--- src/verilog/lsiu_pkg.sv ---
`default_nettype none
package lsiu_pkg;
  // control port geometry
  localparam int          LSIU_NREG     = 4;
  localparam int          LSIU_DW       = 8;
  localparam logic [7:0]  LSIU_RST_BYTE = 8'h00;
  typedef logic [7:0] lsiu_byte_t;
  typedef logic [3:0][7:0] lsiu_bank_t;
  // device register map on the control port
  localparam logic [7:0]  LSIU_OFS_SUMMARY = 8'h13;
  localparam logic [7:0]  LSIU_OFS_SYNC_REALTIME_INFO   = 8'h12;
  localparam logic [7:0]  LSIU_OFS_STAT [LSIU_NREG] = '{8'h14, 8'h16, 8'h18, 8'h1A};
  localparam logic [7:0]  LSIU_OFS_MASK [LSIU_NREG] = '{8'h15, 8'h17, 8'h19, 8'h1B};
  localparam int          LSIU_SUMM_W   = 4;
  // host-side APB map
  localparam logic [7:0]  LSIU_APB_CMD  = 8'h00;
  localparam logic [7:0]  LSIU_APB_STAT = 8'h04;
  localparam int          LSIU_CMD_ADDR_LSB = 0;
  localparam int          LSIU_CMD_DATA_LSB = 8;
  localparam int          LSIU_CMD_OP_LSB   = 16;
  localparam int          LSIU_ST_BUSY      = 0;
  localparam int          LSIU_ST_IRQ       = 1;
  localparam int          LSIU_ST_RDATA_LSB = 8;
  localparam logic [31:0] LSIU_APB_RST      = 32'h0000_0000;
  // host command codes
  typedef enum logic [1:0] {
    LSIU_OP_NONE   = 2'h0,
    LSIU_OP_WRITE  = 2'h1,
    LSIU_OP_READ   = 2'h2,
    LSIU_OP_SELRD  = 2'h3
  } lsiu_op_t;
  // host sequencer states
  typedef enum logic [3:0] {
    LSIU_HS_IDLE = 4'b0001,
    LSIU_HS_WR   = 4'b0010,
    LSIU_HS_RD   = 4'b0100,
    LSIU_HS_WAIT = 4'b1000
  } lsiu_hst_t;
endpackage
`default_nettype wire
--- src/verilog/lsiu_cport_if.sv ---
`timescale 1ns/1ns
`default_nettype none
interface lsiu_cport_if;
  import lsiu_pkg::*;
  logic [7:0] cp_addr;
  logic [7:0] cp_wdata;
  logic       cp_wr;
  logic       cp_rd;
  logic [7:0] cp_rdata;
  logic       cp_rvalid;
  logic       cp_int;
  modport device (
    input  cp_addr, cp_wdata, cp_wr, cp_rd,
    output cp_rdata, cp_rvalid, cp_int
  );
  modport host (
    output cp_addr, cp_wdata, cp_wr, cp_rd,
    input  cp_rdata, cp_rvalid, cp_int
  );
endinterface
`default_nettype wire

--- src/verilog/lsiu_device.sv ---
// The APB interface to the registers was decided locally.
`timescale 1ns/1ns
`default_nettype none
module lsiu_device #(
  parameter lsiu_pkg::lsiu_bank_t COND_BITS = 32'h0F0F_0F0F,
  parameter lsiu_pkg::lsiu_bank_t DBL_BITS  = 32'h0100_0000,
  parameter lsiu_pkg::lsiu_bank_t PAIR_BITS = 32'h0000_1000
) (
  input  wire logic                 pclk,
  input  wire logic                 presetn,
  lsiu_cport_if.device              cp,
  input  wire lsiu_pkg::lsiu_bank_t cond_in,
  input  wire lsiu_pkg::lsiu_bank_t evt_in,
  input  wire lsiu_pkg::lsiu_byte_t sync_in
);
  import lsiu_pkg::*;

  lsiu_bank_t             lat_r;
  lsiu_bank_t             lat_nxt;
  lsiu_bank_t             copy_r;
  lsiu_bank_t             copy_nxt;
  lsiu_bank_t             mask_r;
  lsiu_bank_t             mask_nxt;
  lsiu_bank_t             cond_q_r;
  lsiu_bank_t             cond_q_nxt;
  lsiu_bank_t             sel;
  lsiu_bank_t             set;
  lsiu_bank_t             fell;
  logic [LSIU_SUMM_W-1:0] summ;
  logic [LSIU_SUMM_W-1:0] summ_r;
  logic [LSIU_SUMM_W-1:0] summ_nxt;
  lsiu_byte_t             rdata_r;
  lsiu_byte_t             rdata_nxt;
  logic                   rvalid_r;
  logic                   rvalid_nxt;
  logic                   int_r;
  logic                   int_nxt;

  // outputs straight from flops
  assign cp.cp_rdata  = rdata_r;
  assign cp.cp_rvalid = rvalid_r;
  assign cp.cp_int    = int_r;

  // per-bit set sources: level, pulse, edges
  always_comb begin
    sel  = '0;
    set  = '0;
    fell = cond_q_r & ~cond_in;
    for (int k = 0; k < LSIU_NREG; k++) begin
      // select byte arrives as a write
      if (cp.cp_wr && (cp.cp_addr == LSIU_OFS_STAT[k])) begin
        sel[k] = cp.cp_wdata;
      end
      for (int b = 0; b < LSIU_DW; b++) begin
        if (COND_BITS[k][b]) begin
          set[k][b] = cond_in[k][b];
          if (DBL_BITS[k][b] && fell[k][b]) begin
            set[k][b] = 1'b1;
          end
        end else begin
          set[k][b] = evt_in[k][b];
        end
      end
      for (int b = 4; b < LSIU_DW; b++) begin
        if (PAIR_BITS[k][b] && !COND_BITS[k][b] && fell[k][b-4]) begin
          set[k][b] = 1'b1;
        end
      end
    end
  end

  // latch and readable copy next values
  always_comb begin
    lat_nxt    = lat_r;
    copy_nxt   = copy_r;
    cond_q_nxt = cond_in;
    for (int k = 0; k < LSIU_NREG; k++) begin
      // latch until read; set wins clear
      // a same-cycle event beats the clear, so none is lost
      lat_nxt[k] = (lat_r[k] & ~sel[k]) | set[k];
      copy_nxt[k] = (copy_r[k] & ~sel[k]) | ((lat_r[k] | set[k]) & sel[k]);
    end
  end

  // status registers; the copy is what the host reads
  always_ff @(posedge pclk or negedge presetn) begin
    if (!presetn) begin
      lat_r    <= '0;
      copy_r   <= '0;
      // edge history starts low, so a condition present
      // at release raises its bit but never a false clear
      cond_q_r <= '0;
    end else begin
      lat_r    <= lat_nxt;
      copy_r   <= copy_nxt;
      cond_q_r <= cond_q_nxt;
    end
  end

  // mask next values; only host writes change them
  always_comb begin
    mask_nxt = mask_r;
    for (int k = 0; k < LSIU_NREG; k++) begin
      // each status register has its own mask
      if (cp.cp_wr && (cp.cp_addr == LSIU_OFS_MASK[k])) begin
        mask_nxt[k] = cp.cp_wdata;
      end
    end
  end

  // mask registers; kept apart so status bursts never touch them
  always_ff @(posedge pclk or negedge presetn) begin
    if (!presetn) begin
      mask_r <= '0;
    end else begin
      mask_r <= mask_nxt;
    end
  end

  // interrupt aggregation; info bits never enter
  always_comb begin
    for (int k = 0; k < LSIU_NREG; k++) begin
      summ[k] = |(lat_r[k] & mask_r[k]);
    end
    summ_nxt = summ;
    int_nxt  = |summ;
  end

  // summary and pin registers; a flop on the pin keeps
  // decode glitches off the host's interrupt input
  always_ff @(posedge pclk or negedge presetn) begin
    if (!presetn) begin
      // pin low until a mask is set
      summ_r <= '0;
      int_r  <= 1'b0;
    end else begin
      // summary trails the latch by one clock
      summ_r <= summ_nxt;
      int_r  <= int_nxt;
    end
  end

  // read path; one cycle from strobe to data
  always_comb begin
    rdata_nxt  = rdata_r;
    rvalid_nxt = 1'b0;
    if (cp.cp_rd) begin
      rvalid_nxt = 1'b1;
      rdata_nxt  = LSIU_RST_BYTE;
      if (cp.cp_addr == LSIU_OFS_SUMMARY) begin
        rdata_nxt = {4'h0, summ_r};
      end
      if (cp.cp_addr == LSIU_OFS_SYNC_REALTIME_INFO) begin
        rdata_nxt = sync_in;
      end
      for (int k = 0; k < LSIU_NREG; k++) begin
        if (cp.cp_addr == LSIU_OFS_STAT[k]) begin
          // copy made by the write just before
          rdata_nxt = copy_r[k];
        end
        if (cp.cp_addr == LSIU_OFS_MASK[k]) begin
          rdata_nxt = mask_r[k];
        end
      end
    end
  end

  // read answer registers; data holds until the next read
  always_ff @(posedge pclk or negedge presetn) begin
    if (!presetn) begin
      // no answer pending out of reset
      rdata_r  <= LSIU_RST_BYTE;
      rvalid_r <= 1'b0;
    end else begin
      rdata_r  <= rdata_nxt;
      rvalid_r <= rvalid_nxt;
    end
  end

endmodule
`default_nettype wire

--- src/flat_wrapper.sv ---
// flat-port wrapper written by rule: the top's interface ports become plain ports
module lsiu_device_flat import lsiu_pkg::*;
#(
  parameter lsiu_pkg::lsiu_bank_t COND_BITS = 32'h0F0F_0F0F,
  parameter lsiu_pkg::lsiu_bank_t DBL_BITS  = 32'h0100_0000,
  parameter lsiu_pkg::lsiu_bank_t PAIR_BITS = 32'h0000_1000
)
  (pclk, presetn, cond_in, evt_in, sync_in, cp_cp_addr, cp_cp_wdata, cp_cp_wr, cp_cp_rd, cp_cp_rdata, cp_cp_rvalid, cp_cp_int);
  lsiu_cport_if cp_i ();
  input  wire logic pclk;
  input  wire logic presetn;
  input  wire lsiu_pkg::lsiu_bank_t cond_in;
  input  wire lsiu_pkg::lsiu_bank_t evt_in;
  input  wire lsiu_pkg::lsiu_byte_t sync_in;
  input wire logic [$bits(cp_i.cp_addr)-1:0] cp_cp_addr;
  input wire logic [$bits(cp_i.cp_wdata)-1:0] cp_cp_wdata;
  input wire logic [$bits(cp_i.cp_wr)-1:0] cp_cp_wr;
  input wire logic [$bits(cp_i.cp_rd)-1:0] cp_cp_rd;
  output wire logic [$bits(cp_i.cp_rdata)-1:0] cp_cp_rdata;
  output wire logic [$bits(cp_i.cp_rvalid)-1:0] cp_cp_rvalid;
  output wire logic [$bits(cp_i.cp_int)-1:0] cp_cp_int;
  assign cp_i.cp_addr = cp_cp_addr;
  assign cp_i.cp_wdata = cp_cp_wdata;
  assign cp_i.cp_wr = cp_cp_wr;
  assign cp_i.cp_rd = cp_cp_rd;
  assign cp_cp_rdata = cp_i.cp_rdata;
  assign cp_cp_rvalid = cp_i.cp_rvalid;
  assign cp_cp_int = cp_i.cp_int;
  lsiu_device #(.COND_BITS(COND_BITS), .DBL_BITS(DBL_BITS), .PAIR_BITS(PAIR_BITS)) u_core (.pclk(pclk), .presetn(presetn), .cp(cp_i), .cond_in(cond_in), .evt_in(evt_in), .sync_in(sync_in));
endmodule
--- config.mk ---
export PLATFORM = sky130hd
export DESIGN_NAME = lsiu_device_flat
export DESIGN_NICKNAME = d
export VERILOG_FILES = /design/src/verilog/lsiu_pkg.sv /design/src/verilog/lsiu_cport_if.sv /design/src/verilog/lsiu_device.sv /design/src/flat_wrapper.sv
export SDC_FILE = /design/constraint.sdc
export NUM_CORES = 1
export LEC_CHECK = 0
export ABC_AREA = 0
export BUFFER_PORTS_ARGS = -buffer_cell sky130_fd_sc_hd__buf_2
export CORE_MARGIN = 8
export CORE_UTILIZATION = 25
export DETAILED_ROUTE_END_ITERATION = 12
export REMOVE_ABC_BUFFERS = 1
export SYNTH_ARGS = -nofsm -noshare
export SYNTH_HDL_FRONTEND = slang
export SYNTH_SLANG_ARGS = --single-unit
--- constraint.sdc ---
create_clock -name pclk -period 4.2 [get_ports pclk]
set_input_delay 0.21 -clock pclk [delete_from_list [all_inputs] [get_ports pclk]]
set_output_delay 0.21 -clock pclk [all_outputs]
set_load 0.02 [all_outputs]
# --- Yosys cells after proc, flatten, opt, wreduce, memory -nomap -nowiden ---
# Cells that the tools add are included.
op_classes:
  n_eq_ne: 10
  n_reduce_logical: 13
  n_mux: 17
  n_bitwise: 34
ops:
  columns: ["operator", "n"]
  rows:
  - ["$and A8 B8 Y8", 16]
  - ["$mux W8", 13]
  - ["$or A8 B8 Y8", 12]
  - ["$eq A8 B5 Y1 const B", 10]
  - ["$not A8 Y8", 4]
  - ["$reduce_or A32 Y1", 1]
  - ["$reduce_or A8 Y1", 4]
  - ["$and A25 B25 Y25", 1]
  - ["$not A25 Y25", 1]
  - ["$logic_and A1 B1 Y1", 8]
  - ["$mux W4", 1]
  - ["$mux W1", 3]
totals:
  out_inout_bits: 10
  inputBits: 92
  register_bits: 135

# --- Longest topological paths before layout ---
# Gate-level depths: netlist (run 1).
logic_depth:
  ltp_word: 11
  mapped_depth: 7
  ltp_nobuf: 5

# --- Worst setup path before layout (run 1) ---
# No wires, ideal clock.
synth_timing:
  path_kind: "input -> register"
  startpoint: "input cp_cp_addr[7]"
  endpoint: "register u_core.mask_r[21] (netlist bit)"
  setup_ns: 0.125
  path_stages: 5
  n_path_buf: 1
  slack_ns: 2.574
  required_time_ns: 4.075
  arrival_ns: 1.502
  path_cell_list: "nor4b_4 > nand2_2 > buf_6 > nor2_4 > mux2_2"
synth_via:
  elab_chain_len: 2
synth_rtl:
  columns: ["item", "line_no", "rtl"]
  rows:
  - ["from (decl)", "flat_wrapper.sv:15", "input wire logic [$bits(cp_i.cp_addr)-1:0] cp_cp_addr;"]
  - ["$eq A8 B5 Y1", "lsiu_device.sv:105", "if (cp.cp_wr && (cp.cp_addr == LSIU_OFS_MASK[k])) begin"]
  - ["$logic_and A1 B1 Y1", "lsiu_device.sv:105", null]
  - ["to (signal assigned)", "lsiu_device.sv:116", "mask_r <= mask_nxt;"]
  - ["to (decl)", "lsiu_device.sv:22", "lsiu_bank_t mask_r;"]
# No other way between the ends.
# A chain may end at the register's enable or synchronous reset.

==> tab_implementation.tex, run 1 <==
\begin{tabular}{lr}
\hline
Metric & Value \\
\hline
\multicolumn{2}{l}{\textbf{Status}} \\
\quad Result of the run & finished clean \\
\multicolumn{2}{l}{\textbf{STA}} \\
\quad Unrepaired setup endpoints after global routing & no \\
\quad Total setup violations reported at the end of the flow & 0 \\
\quad Worst slew margin & 0.3686 \\
\quad Largest clock skew in the final design & about 7.5 ps \\
\quad Max Slew Vio Count & 0 \\
\quad Period minus WS final & approximately 2300 ps \\
\quad Slew @ Worst Pin & roughly 940 ps \\
\quad Setup Total Neg Slack & 0 ps \\
\quad Setup ws final & 1852 ps \\
\quad Final worst path period share & 0.5590 \\
\quad Highest achievable clock rate & 425.9 MHz \\
\quad Hold Violations, Final & 0 \\
\multicolumn{2}{l}{\textbf{Routing}} \\
\quad Number of vias after detailed routing & 4,212 \\
\quad Via-per-instance ratio & 4.938 \\
\quad DR DRC count & 0 \\
\quad First drt pass iteration count & 5 \\
\quad Routed wire per std cell & between 15 and 20 um \\
\quad Number of nets with antenna violations after routing & 0 \\
\quad DRT Wirelength & 16,020 um \\
\quad Iter 0 DRT Violations & about 300 \\
\multicolumn{2}{l}{\textbf{CTS}} \\
\quad Clock tree root buffer cell & clkbuf\_16 \\
\quad Number of buffers added for setup after CTS & 0 \\
\quad Worst-case clock buffer depth & 2 \\
\quad TritonCTS clock tree & built \\
\quad Clk pin slew, worst setup/hold paths & 70 ps \\
\quad CTS buffer count & 9 \\
\quad Cells resized by post-CTS repair & 0 \\
\quad Number of H-tree levels & 3 \\
\quad Clock insertion delay at the later pin of the skew report & 360 ps \\
\quad Count of clock tree sinks & 112 \\
\multicolumn{2}{l}{\textbf{Power}} \\
\quad Power density over cell area & approximately 370 nW/um\^{}2 \\
\quad Worst supply voltage drop on vdd & $\sim$180 uV \\
\quad Internal power & 1.760 mW \\
\quad Power share of the combinational group & 0.107 \\
\quad Share of power burned in registers & 0.494 \\
\quad Switching Power & between 500 and 600 uW \\
\quad Portion of total power attributed to the clock network & 0.398 \\
\quad Net Sw Frac & 0.2482 \\
\quad Pleak & 2.660 nW \\
\multicolumn{2}{l}{\textbf{Floorplan}} \\
\quad Ports & 102 \\
\quad Die area & $\sim$27,000 sq um \\
\quad Starting density of the core & 0.2521 \\
\quad Number of standard-cell rows in the floorplan & 54 \\
\quad Horiz. Die Dim & 163.4 um \\
\quad Core Area & 21,550 sq um \\
\quad Vertical die dimension & 163.4 um \\
\multicolumn{2}{l}{\textbf{Worst setup path}} \\
\quad Depth of the worst register-to-register path & 5 \\
\quad Sort of element at the end of the critical path & flip-flop \\
\quad CP Launch Type & input port \\
\quad Maximum fanout along the worst path & 24 \\
\quad Category of the most critical setup path & input port to flip-flop \\
\quad Required time of the worst setup path & 4450 ps \\
\quad Worst Path Arrival & $\sim$2600 ps \\
\multicolumn{2}{l}{\textbf{Final layout}} \\
\quad Share of cells above drive strength 1 & 0.2565 \\
\quad Layout Area Growth over Synthesis & 16.95\% \\
\quad Net total in the final layout & 660 \\
\quad Count of inserted antenna diode cells & 0 \\
\multicolumn{2}{l}{\textbf{Global route}} \\
\quad Initial antenna violation count & 1 \\
\quad Remaining global-route overflow & 0 \\
\quad Via count of the first global-routing pass & roughly 4,300 \\
\quad Maximum number of pins on one net before global-route repair & 49 \\
\quad Gr usage total & 0.1238 \\
\quad First-pass GRT wire length & 25,230 um \\
\multicolumn{2}{l}{\textbf{Synthesis}} \\
\quad Post-synth cell types & 49 \\
\quad Post-Synthesis Cells & 510 \\
\quad Cells taking the most area after synthesis & dfrtp\_1, mux2\_2, a21o\_1, a31oi\_1, a21oi\_1 \\
\quad Seq/Total Area, Yosys & 0.5158 \\
\quad Async set or reset register ratio after synthesis & 1.000 \\
\quad Post-synth top flop & dfrtp\_1 \\
\quad Area of the mapped netlist & $\sim$5400 sq um \\
\quad Mean instance size in the synthesized netlist & 10.65 sq um \\
\quad Count of flip-flops with a built-in enable after synthesis & 0 \\
\quad Warning count from the yosys run & 0 \\
\quad Number of register bits inferred by synthesis & 112 \\
\quad Most instantiated library cell after synthesis & dfrtp\_1 \\
\quad Top cell type's share of synthesized area & 0.5158 \\
\quad Top cells by instance count after synthesis & dfrtp\_1, nor2\_1, a21oi\_1, mux2\_2, nand2\_1 \\
\quad Leading area contributor after synthesis & dfrtp\_1 \\
\multicolumn{2}{l}{\textbf{Place}} \\
\quad Count of input and output buffers & 69 \\
\quad Placement-stage worst setup slack & 1505 ps \\
\quad Detailed-placement wirelength estimate & 11,700 um \\
\quad Final weighted congestion in routability-driven placement & 0.8490 \\
\multicolumn{2}{l}{\textbf{Flow run}} \\
\quad Maxcap violations & 0 \\
\multicolumn{2}{l}{\textbf{Min path}} \\
\quad Worst hold stages & 2 \\
\quad Worst hold-check path type & input port to flip-flop \\
\hline
\end{tabular}
-- routing by layer --
metal | track usage | wire length, um
met4 | 0.04504 | 254
met1 | 0.1611 | 7509
met2 | 0.2004 | 7502
met3 | 0.02419 | 744
met5 | 0 | 11
-- metrics by stage --
stage / util / power (mW) / instances / hold WS, ps / cell area [sq um]
after global placement: 0.2785 / 1.427 / 834 / 107.6 / 6003
after CTS: 0.2948 / 2.369 / 853 / 31.82 / 6355
after global routing: 0.2948 / 2.436 / 853 / 41.70 / 6355
final: 0.2948 / 2.341 / 853 / 42.26 / 6355
after detailed placement: 0.2785 / 1.430 / 834 / 109.2 / 6003
after floorplan: - / 1.278 / 481 / -85.59 / 5275
-- cells in the final DEF, fill, tap and decap left out, types with 3 or more instances in the layout --
cell type      netlist  routed
a21oi_1             43      43
dfrtp_1            112     112
nand4_1              8       8
inv_1                7       7
nor2b_1              5       5
mux2i_1              8       8
a22oi_1             23      23
clkbuf_16            0       9
o22ai_1             11      11
a31oi_1             37      37
nand2b_1             5       5
o21ai_0             14      14
dlygate4sd3_1        0       3
o221ai_1             5       5
nand3b_1             3       3
nor2_1              44      44
a211oi_1             3       3
nor3_1               4       4
buf_4                6       5
mux2_2              43      43
nand2_1             39      39
a21o_1              32      32
buf_2                4      68
nand3_1              4       4
nor2_2               4       4
-- logic make-up (layout without fill, tap and decap cells) --
group                     Yosys count  count (layout)  share of synthesized area
DFF                               112             112                     0.5158
muxes                              51              51                     0.1038
buffers and inverters              36              99                    0.03408
and+or+nand+nor                   129             129                     0.1276
AOI/OAI and AO/OA                 181             181                     0.2171
xor gates and xnor gates            1               1                   0.001612
-- critical path, cell delays in order --
cell and delay [ps]:
buf_2 120, nor4b_4 620, nand2_2 410, nor3_4 870, nand2_1 140, a21o_1 200
-- path summary, 6_finish.rpt --
path	from	endpoint	slack, ps
setup reg to reg	flip-flop	u_core.cp.cp_rdata[4]	2580
max in group asynchronous	presetn	u_core.lat_r[1]	3030
hold / removal	cond_in[11]	u_core.lat_r[11]	40
min in group asynchronous	presetn	u_core.lat_r[27]	280
hold reg to reg	u_core.cond_q_r[24]	u_core.lat_r[24]	460
setup / recovery	cp_cp_addr[7]	u_core.lat_r[22]	1850
-- layout make-up --
type | count | area (sq um)
fill | 2186 | 15200
sequential | 112 | 2803
multi-input combinational | 362 | 2446
timing repair buffer | 76 | 407.9
tap | 280 | 350.3
clock buffer | 11 | 242.7
clock inverter | 5 | 78.83
inverter | 7 | 26.28
-- power by group through the flow --
stage	clock network, mW	logic [mW]	registers [mW]
3_5_place_dp	0	0.252	1.18
4_1_cts	0.958	0.255	1.16
6_report	0.932	0.252	1.16
2_1_floorplan	0	0.100	1.18
3_3_place_gp	0	0.249	1.18
5_1_grt	0.996	0.277	1.16
-- repair_timing --
| action | in CTS | in global routing |
|---|---|---|
| setup endpoints to repair | 0 | 0 |
| hold endpoints to repair | 21 | 0 |
| hold buffers | 3 | 0 |
Power figures use the tool's default switching activity.
==> inputs of run 2 (changes only) <==
--- a/config.mk
+++ b/config.mk
@@ -5,7 +5,7 @@
 export SDC_FILE = /design/constraint.sdc
 export NUM_CORES = 1
 export LEC_CHECK = 0
-export ABC_AREA = 0
+export ABC_AREA = 1
 export BUFFER_PORTS_ARGS = -buffer_cell sky130_fd_sc_hd__buf_2
 export CORE_MARGIN = 8
 export CORE_UTILIZATION = 25
==> constraint.sdc (replaced) <==
create_clock -name pclk -period 2 [get_ports pclk]
set_input_delay 0.1 -clock pclk [delete_from_list [all_inputs] [get_ports pclk]]
set_output_delay 0.1 -clock pclk [all_outputs]
set_load 0.02 [all_outputs]
==> tab_implementation.tex, run 2 <==
\begin{tabular}{lr}
\hline
Metric & Value \\
\hline
\multicolumn{2}{l}{\textbf{Global route}} \\
\quad Remaining global-route overflow & 0 \\
\quad Gr usage total & 0.1204 \\
\quad Initial antenna violation count & 0 \\
\quad Via count of the first global-routing pass & about 4,500 \\
\quad First-pass GRT wire length & approximately 24,000 um \\
\quad Maximum number of pins on one net before global-route repair & 48 \\
\multicolumn{2}{l}{\textbf{Status}} \\
\quad Result of the run & finished clean \\
\multicolumn{2}{l}{\textbf{Floorplan}} \\
\quad Die area & 25,740 sq um \\
\quad Vertical die dimension & 160.4 um \\
\quad Ports & about 100 \\
\quad Starting density of the core & 0.2513 \\
\quad Core Area & 20,760 sq um \\
\quad Number of standard-cell rows in the floorplan & 53 \\
\quad Horiz. Die Dim & 160.4 um \\
\multicolumn{2}{l}{\textbf{Place}} \\
\quad Count of input and output buffers & 69 \\
\quad Detailed-placement wirelength estimate & 11,530 um \\
\quad Final weighted congestion in routability-driven placement & 0.7823 \\
\quad Count of placed standard cells including taps & approximately 980 \\
\quad Placement-stage worst setup slack & 288.8 ps \\
\multicolumn{2}{l}{\textbf{Synthesis}} \\
\quad Cells taking the most area after synthesis & dfrtp\_1, nand2\_1, nor2\_1, o21ai\_0, inv\_1 \\
\quad Most instantiated library cell after synthesis & nand2\_1 \\
\quad Seq/Total Area, Yosys & 0.5374 \\
\quad Post-Synthesis Cells & 634 \\
\quad Warning count from the yosys run & 0 \\
\quad Post-synth top flop & dfrtp\_1 \\
\quad Leading area contributor after synthesis & dfrtp\_1 \\
\quad Count of flip-flops with a built-in enable after synthesis & 0 \\
\quad Area of the mapped netlist & $\sim$5200 sq um \\
\quad Top cells by instance count after synthesis & nand2\_1, dfrtp\_1, nor2\_1 \\
\quad Number of register bits inferred by synthesis & 112 \\
\quad Mean instance size in the synthesized netlist & about 8.2 sq um \\
\quad Async set or reset register ratio after synthesis & 1.000 \\
\quad Top cell type's share of synthesized area & 0.5374 \\
\quad Post-synth cell types & 30 \\
\multicolumn{2}{l}{\textbf{Final layout}} \\
\quad Count of inserted antenna diode cells & 0 \\
\quad Number of fill cells & between 2,000 and 2,500 \\
\quad Share of cells above drive strength 1 & 0.1682 \\
\quad Register Area & between 2000 and 3000 sq um \\
\quad Most common cell after layout, fill and taps aside & nand2\_1 \\
\quad Layout Area Growth over Synthesis & 26.68\% \\
\quad Combined area of the multi-input logic cells & approximately 2100 sq um \\
\quad Net total in the final layout & 842 \\
\quad Fin cells & 1,030 \\
\quad Commonest cells after routing, fill and taps aside & nand2\_1, dfrtp\_1, nor2\_1 \\
\multicolumn{2}{l}{\textbf{Power}} \\
\quad Post-layout power & 4.733 mW \\
\quad Power density over cell area & 716.4 nW/um\^{}2 \\
\quad Pleak & $\sim$3.3 nW \\
\quad Worst supply voltage drop on vdd & 367.6 uV \\
\multicolumn{2}{l}{\textbf{Worst setup path}} \\
\quad Worst path cell trace & buf\_2 > inv\_1 > nand2\_2 > nor2\_8 > nand2\_2 > nor2\_4 > inv\_1 > or2\_0 > o21ai\_1 > nand4\_1 > nand2\_1 > nand2\_1 \\
\quad CP Launch Type & input port \\
\quad RR Endpoint & u\_core.cp.cp\_rdata[7] \\
\quad Sort of element at the end of the critical path & flip-flop \\
\quad Depth of the worst register-to-register path & 8 \\
\quad Maximum fanout along the worst path & 13 \\
\quad Required time of the worst setup path & 2250 ps \\
\quad Critical Path Max Stage Delay & around 260 ps \\
\quad R2R setup slack & a little under 700 ps \\
\quad Category of the most critical setup path & input port to flip-flop \\
\quad Worst Path Arrival & between 1500 and 2000 ps \\
\quad Standard cell with the maximum stage delay on the critical path & nor2\_8 \\
\quad Critical path startpoint & cp\_cp\_addr[5] \\
\multicolumn{2}{l}{\textbf{CTS}} \\
\quad Clock insertion delay at the later pin of the skew report & 360 ps \\
\quad Count of clock tree sinks & 112 \\
\quad Number of buffers added for setup after CTS & 0 \\
\quad Clock tree root buffer cell & clkbuf\_16 \\
\quad CTS buffer count & 9 \\
\quad Worst-case clock buffer depth & 2 \\
\quad Number of H-tree levels & 3 \\
\quad TritonCTS clock tree & built \\
\quad Clk pin slew, worst setup/hold paths & roughly 80 ps \\
\multicolumn{2}{l}{\textbf{STA}} \\
\quad Unrepaired setup endpoints after global routing & no \\
\quad Total setup violations reported at the end of the flow & 0 \\
\quad Slew @ Worst Pin & 445.6 ps \\
\quad Max Slew Vio Count & 0 \\
\quad Setup Total Neg Slack & 0 ps \\
\quad Largest clock skew in the final design & 7.172 ps \\
\quad Setup ws final & 661.2 ps \\
\quad Worst slew margin & 0.7026 \\
\quad Final worst path period share & 0.6694 \\
\quad Period minus WS final & about 1300 ps \\
\quad Hold Violations, Final & 0 \\
\quad Highest achievable clock rate & 747.0 MHz \\
\multicolumn{2}{l}{\textbf{Routing}} \\
\quad Iter 0 DRT Violations & $\sim$330 \\
\quad DR DRC count & 0 \\
\quad DRT Wirelength & 15,190 um \\
\quad First drt pass iteration count & 5 \\
\quad Number of vias after detailed routing & approximately 4,500 \\
\quad Number of nets with antenna violations after routing & 0 \\
\quad Via-per-instance ratio & 4.402 \\
\quad Routed wire per std cell & 14.74 um \\
\multicolumn{2}{l}{\textbf{Flow run}} \\
\quad Maxcap violations & 0 \\
\multicolumn{2}{l}{\textbf{Min path}} \\
\quad Worst hold stages & 3 \\
\quad Worst hold-check path type & input port to flip-flop \\
\quad Worst Hold Launch & cp\_cp\_wdata[3] \\
\hline
\end{tabular}
-- run 2: cell count changes after synthesis, sizes merged, moves of 12 or more --
cell and delta:
nand2 +118, inv +68, o21ai +56, nor2 +46, mux2 -43, a31oi -36
a21o -32, nand3 +24, a22oi -23, clkbuf -13, o21bai +12
-- run 2: power by group --
group | total [mW] | switching (mW) | leakage, nW | internal, mW
logic | 0.447 | 0.269 | 1.81 | 0.178
registers | 2.41 | 0.0521 | 1.33 | 2.36
clock network | 1.87 | 0.831 | 0.153 | 1.04
-- run 2: how the worst max path moves through the flow --
| stage | cells past startpoint | end |
|---|---|---|
| final | 12 | u_core.cp.cp_rdata[5] |
| after global routing | 9 | u_core.lat_r[10] |
| after CTS | 12 | u_core.cp.cp_rdata[5] |
| after detailed placement | 9 | u_core.lat_r[9] |
| after global placement | 12 | u_core.cp.cp_rdata[5] |
| after floorplan | 11 | u_core.cp.cp_rdata[4] |
-- run 2: logic make-up after synthesis --
kind of cell	synth area share
AND/OR/NAND/NOR	0.2627
buffers and inverters	0.06166
AO/OA/AOI/OAI	0.1382
flip-flops	0.5374
-- run 2: layout make-up --
cell class,count,area share
Clock buffer,12,0.03883
Clock inverter,4,0.007955
Inverter,75,0.04261
Multi-Input combinational cell,439,0.3165
Sequential cell,112,0.4242
Tap cell,275,0.05208
Timing Repair Buffer,113,0.1178
-- run 2: critical path, delay by kind of cell --
family,cells,cell delay (ps)
AOI/OAI and AO/OA,1,140
buffers and inverters,3,210
and+or+nand+nor,8,1130
-- run 2: routing by layer --
| metal | wire length [um] | share of wire | vias up | global-route usage |
|---|---|---|---|---|
| li1 | - | - | 2286 | - |
| met1 | 7479 | 0.49 | 2132 | 0.1660 |
| met2 | 6768 | 0.45 | 102 | 0.1837 |
| met3 | 666 | 0.044 | 14 | 0.02150 |
| met4 | 271 | 0.018 | 0 | 0.04715 |
| met5 | 0 | 0 | - | 0 |
-- run 2: timing repair --
action                                  CTS  global route
resized for setup                         0             0
endpoints found under the hold margin    72             0
endpoints found under the setup margin    0             0
hold buffers                             35             0
-- run 2: stage by stage --
step / utilization / cell area (sq um) / hold WS [ps]
finish: 0.3183 / 6606 / 17.70
detailed placement: 0.2865 / 5947 / 73.09
CTS: 0.3183 / 6606 / 7.947
floorplan: - / 5175 / -195.6
global route: 0.3183 / 6606 / 11.15
global placement: 0.2865 / 5947 / 69.30
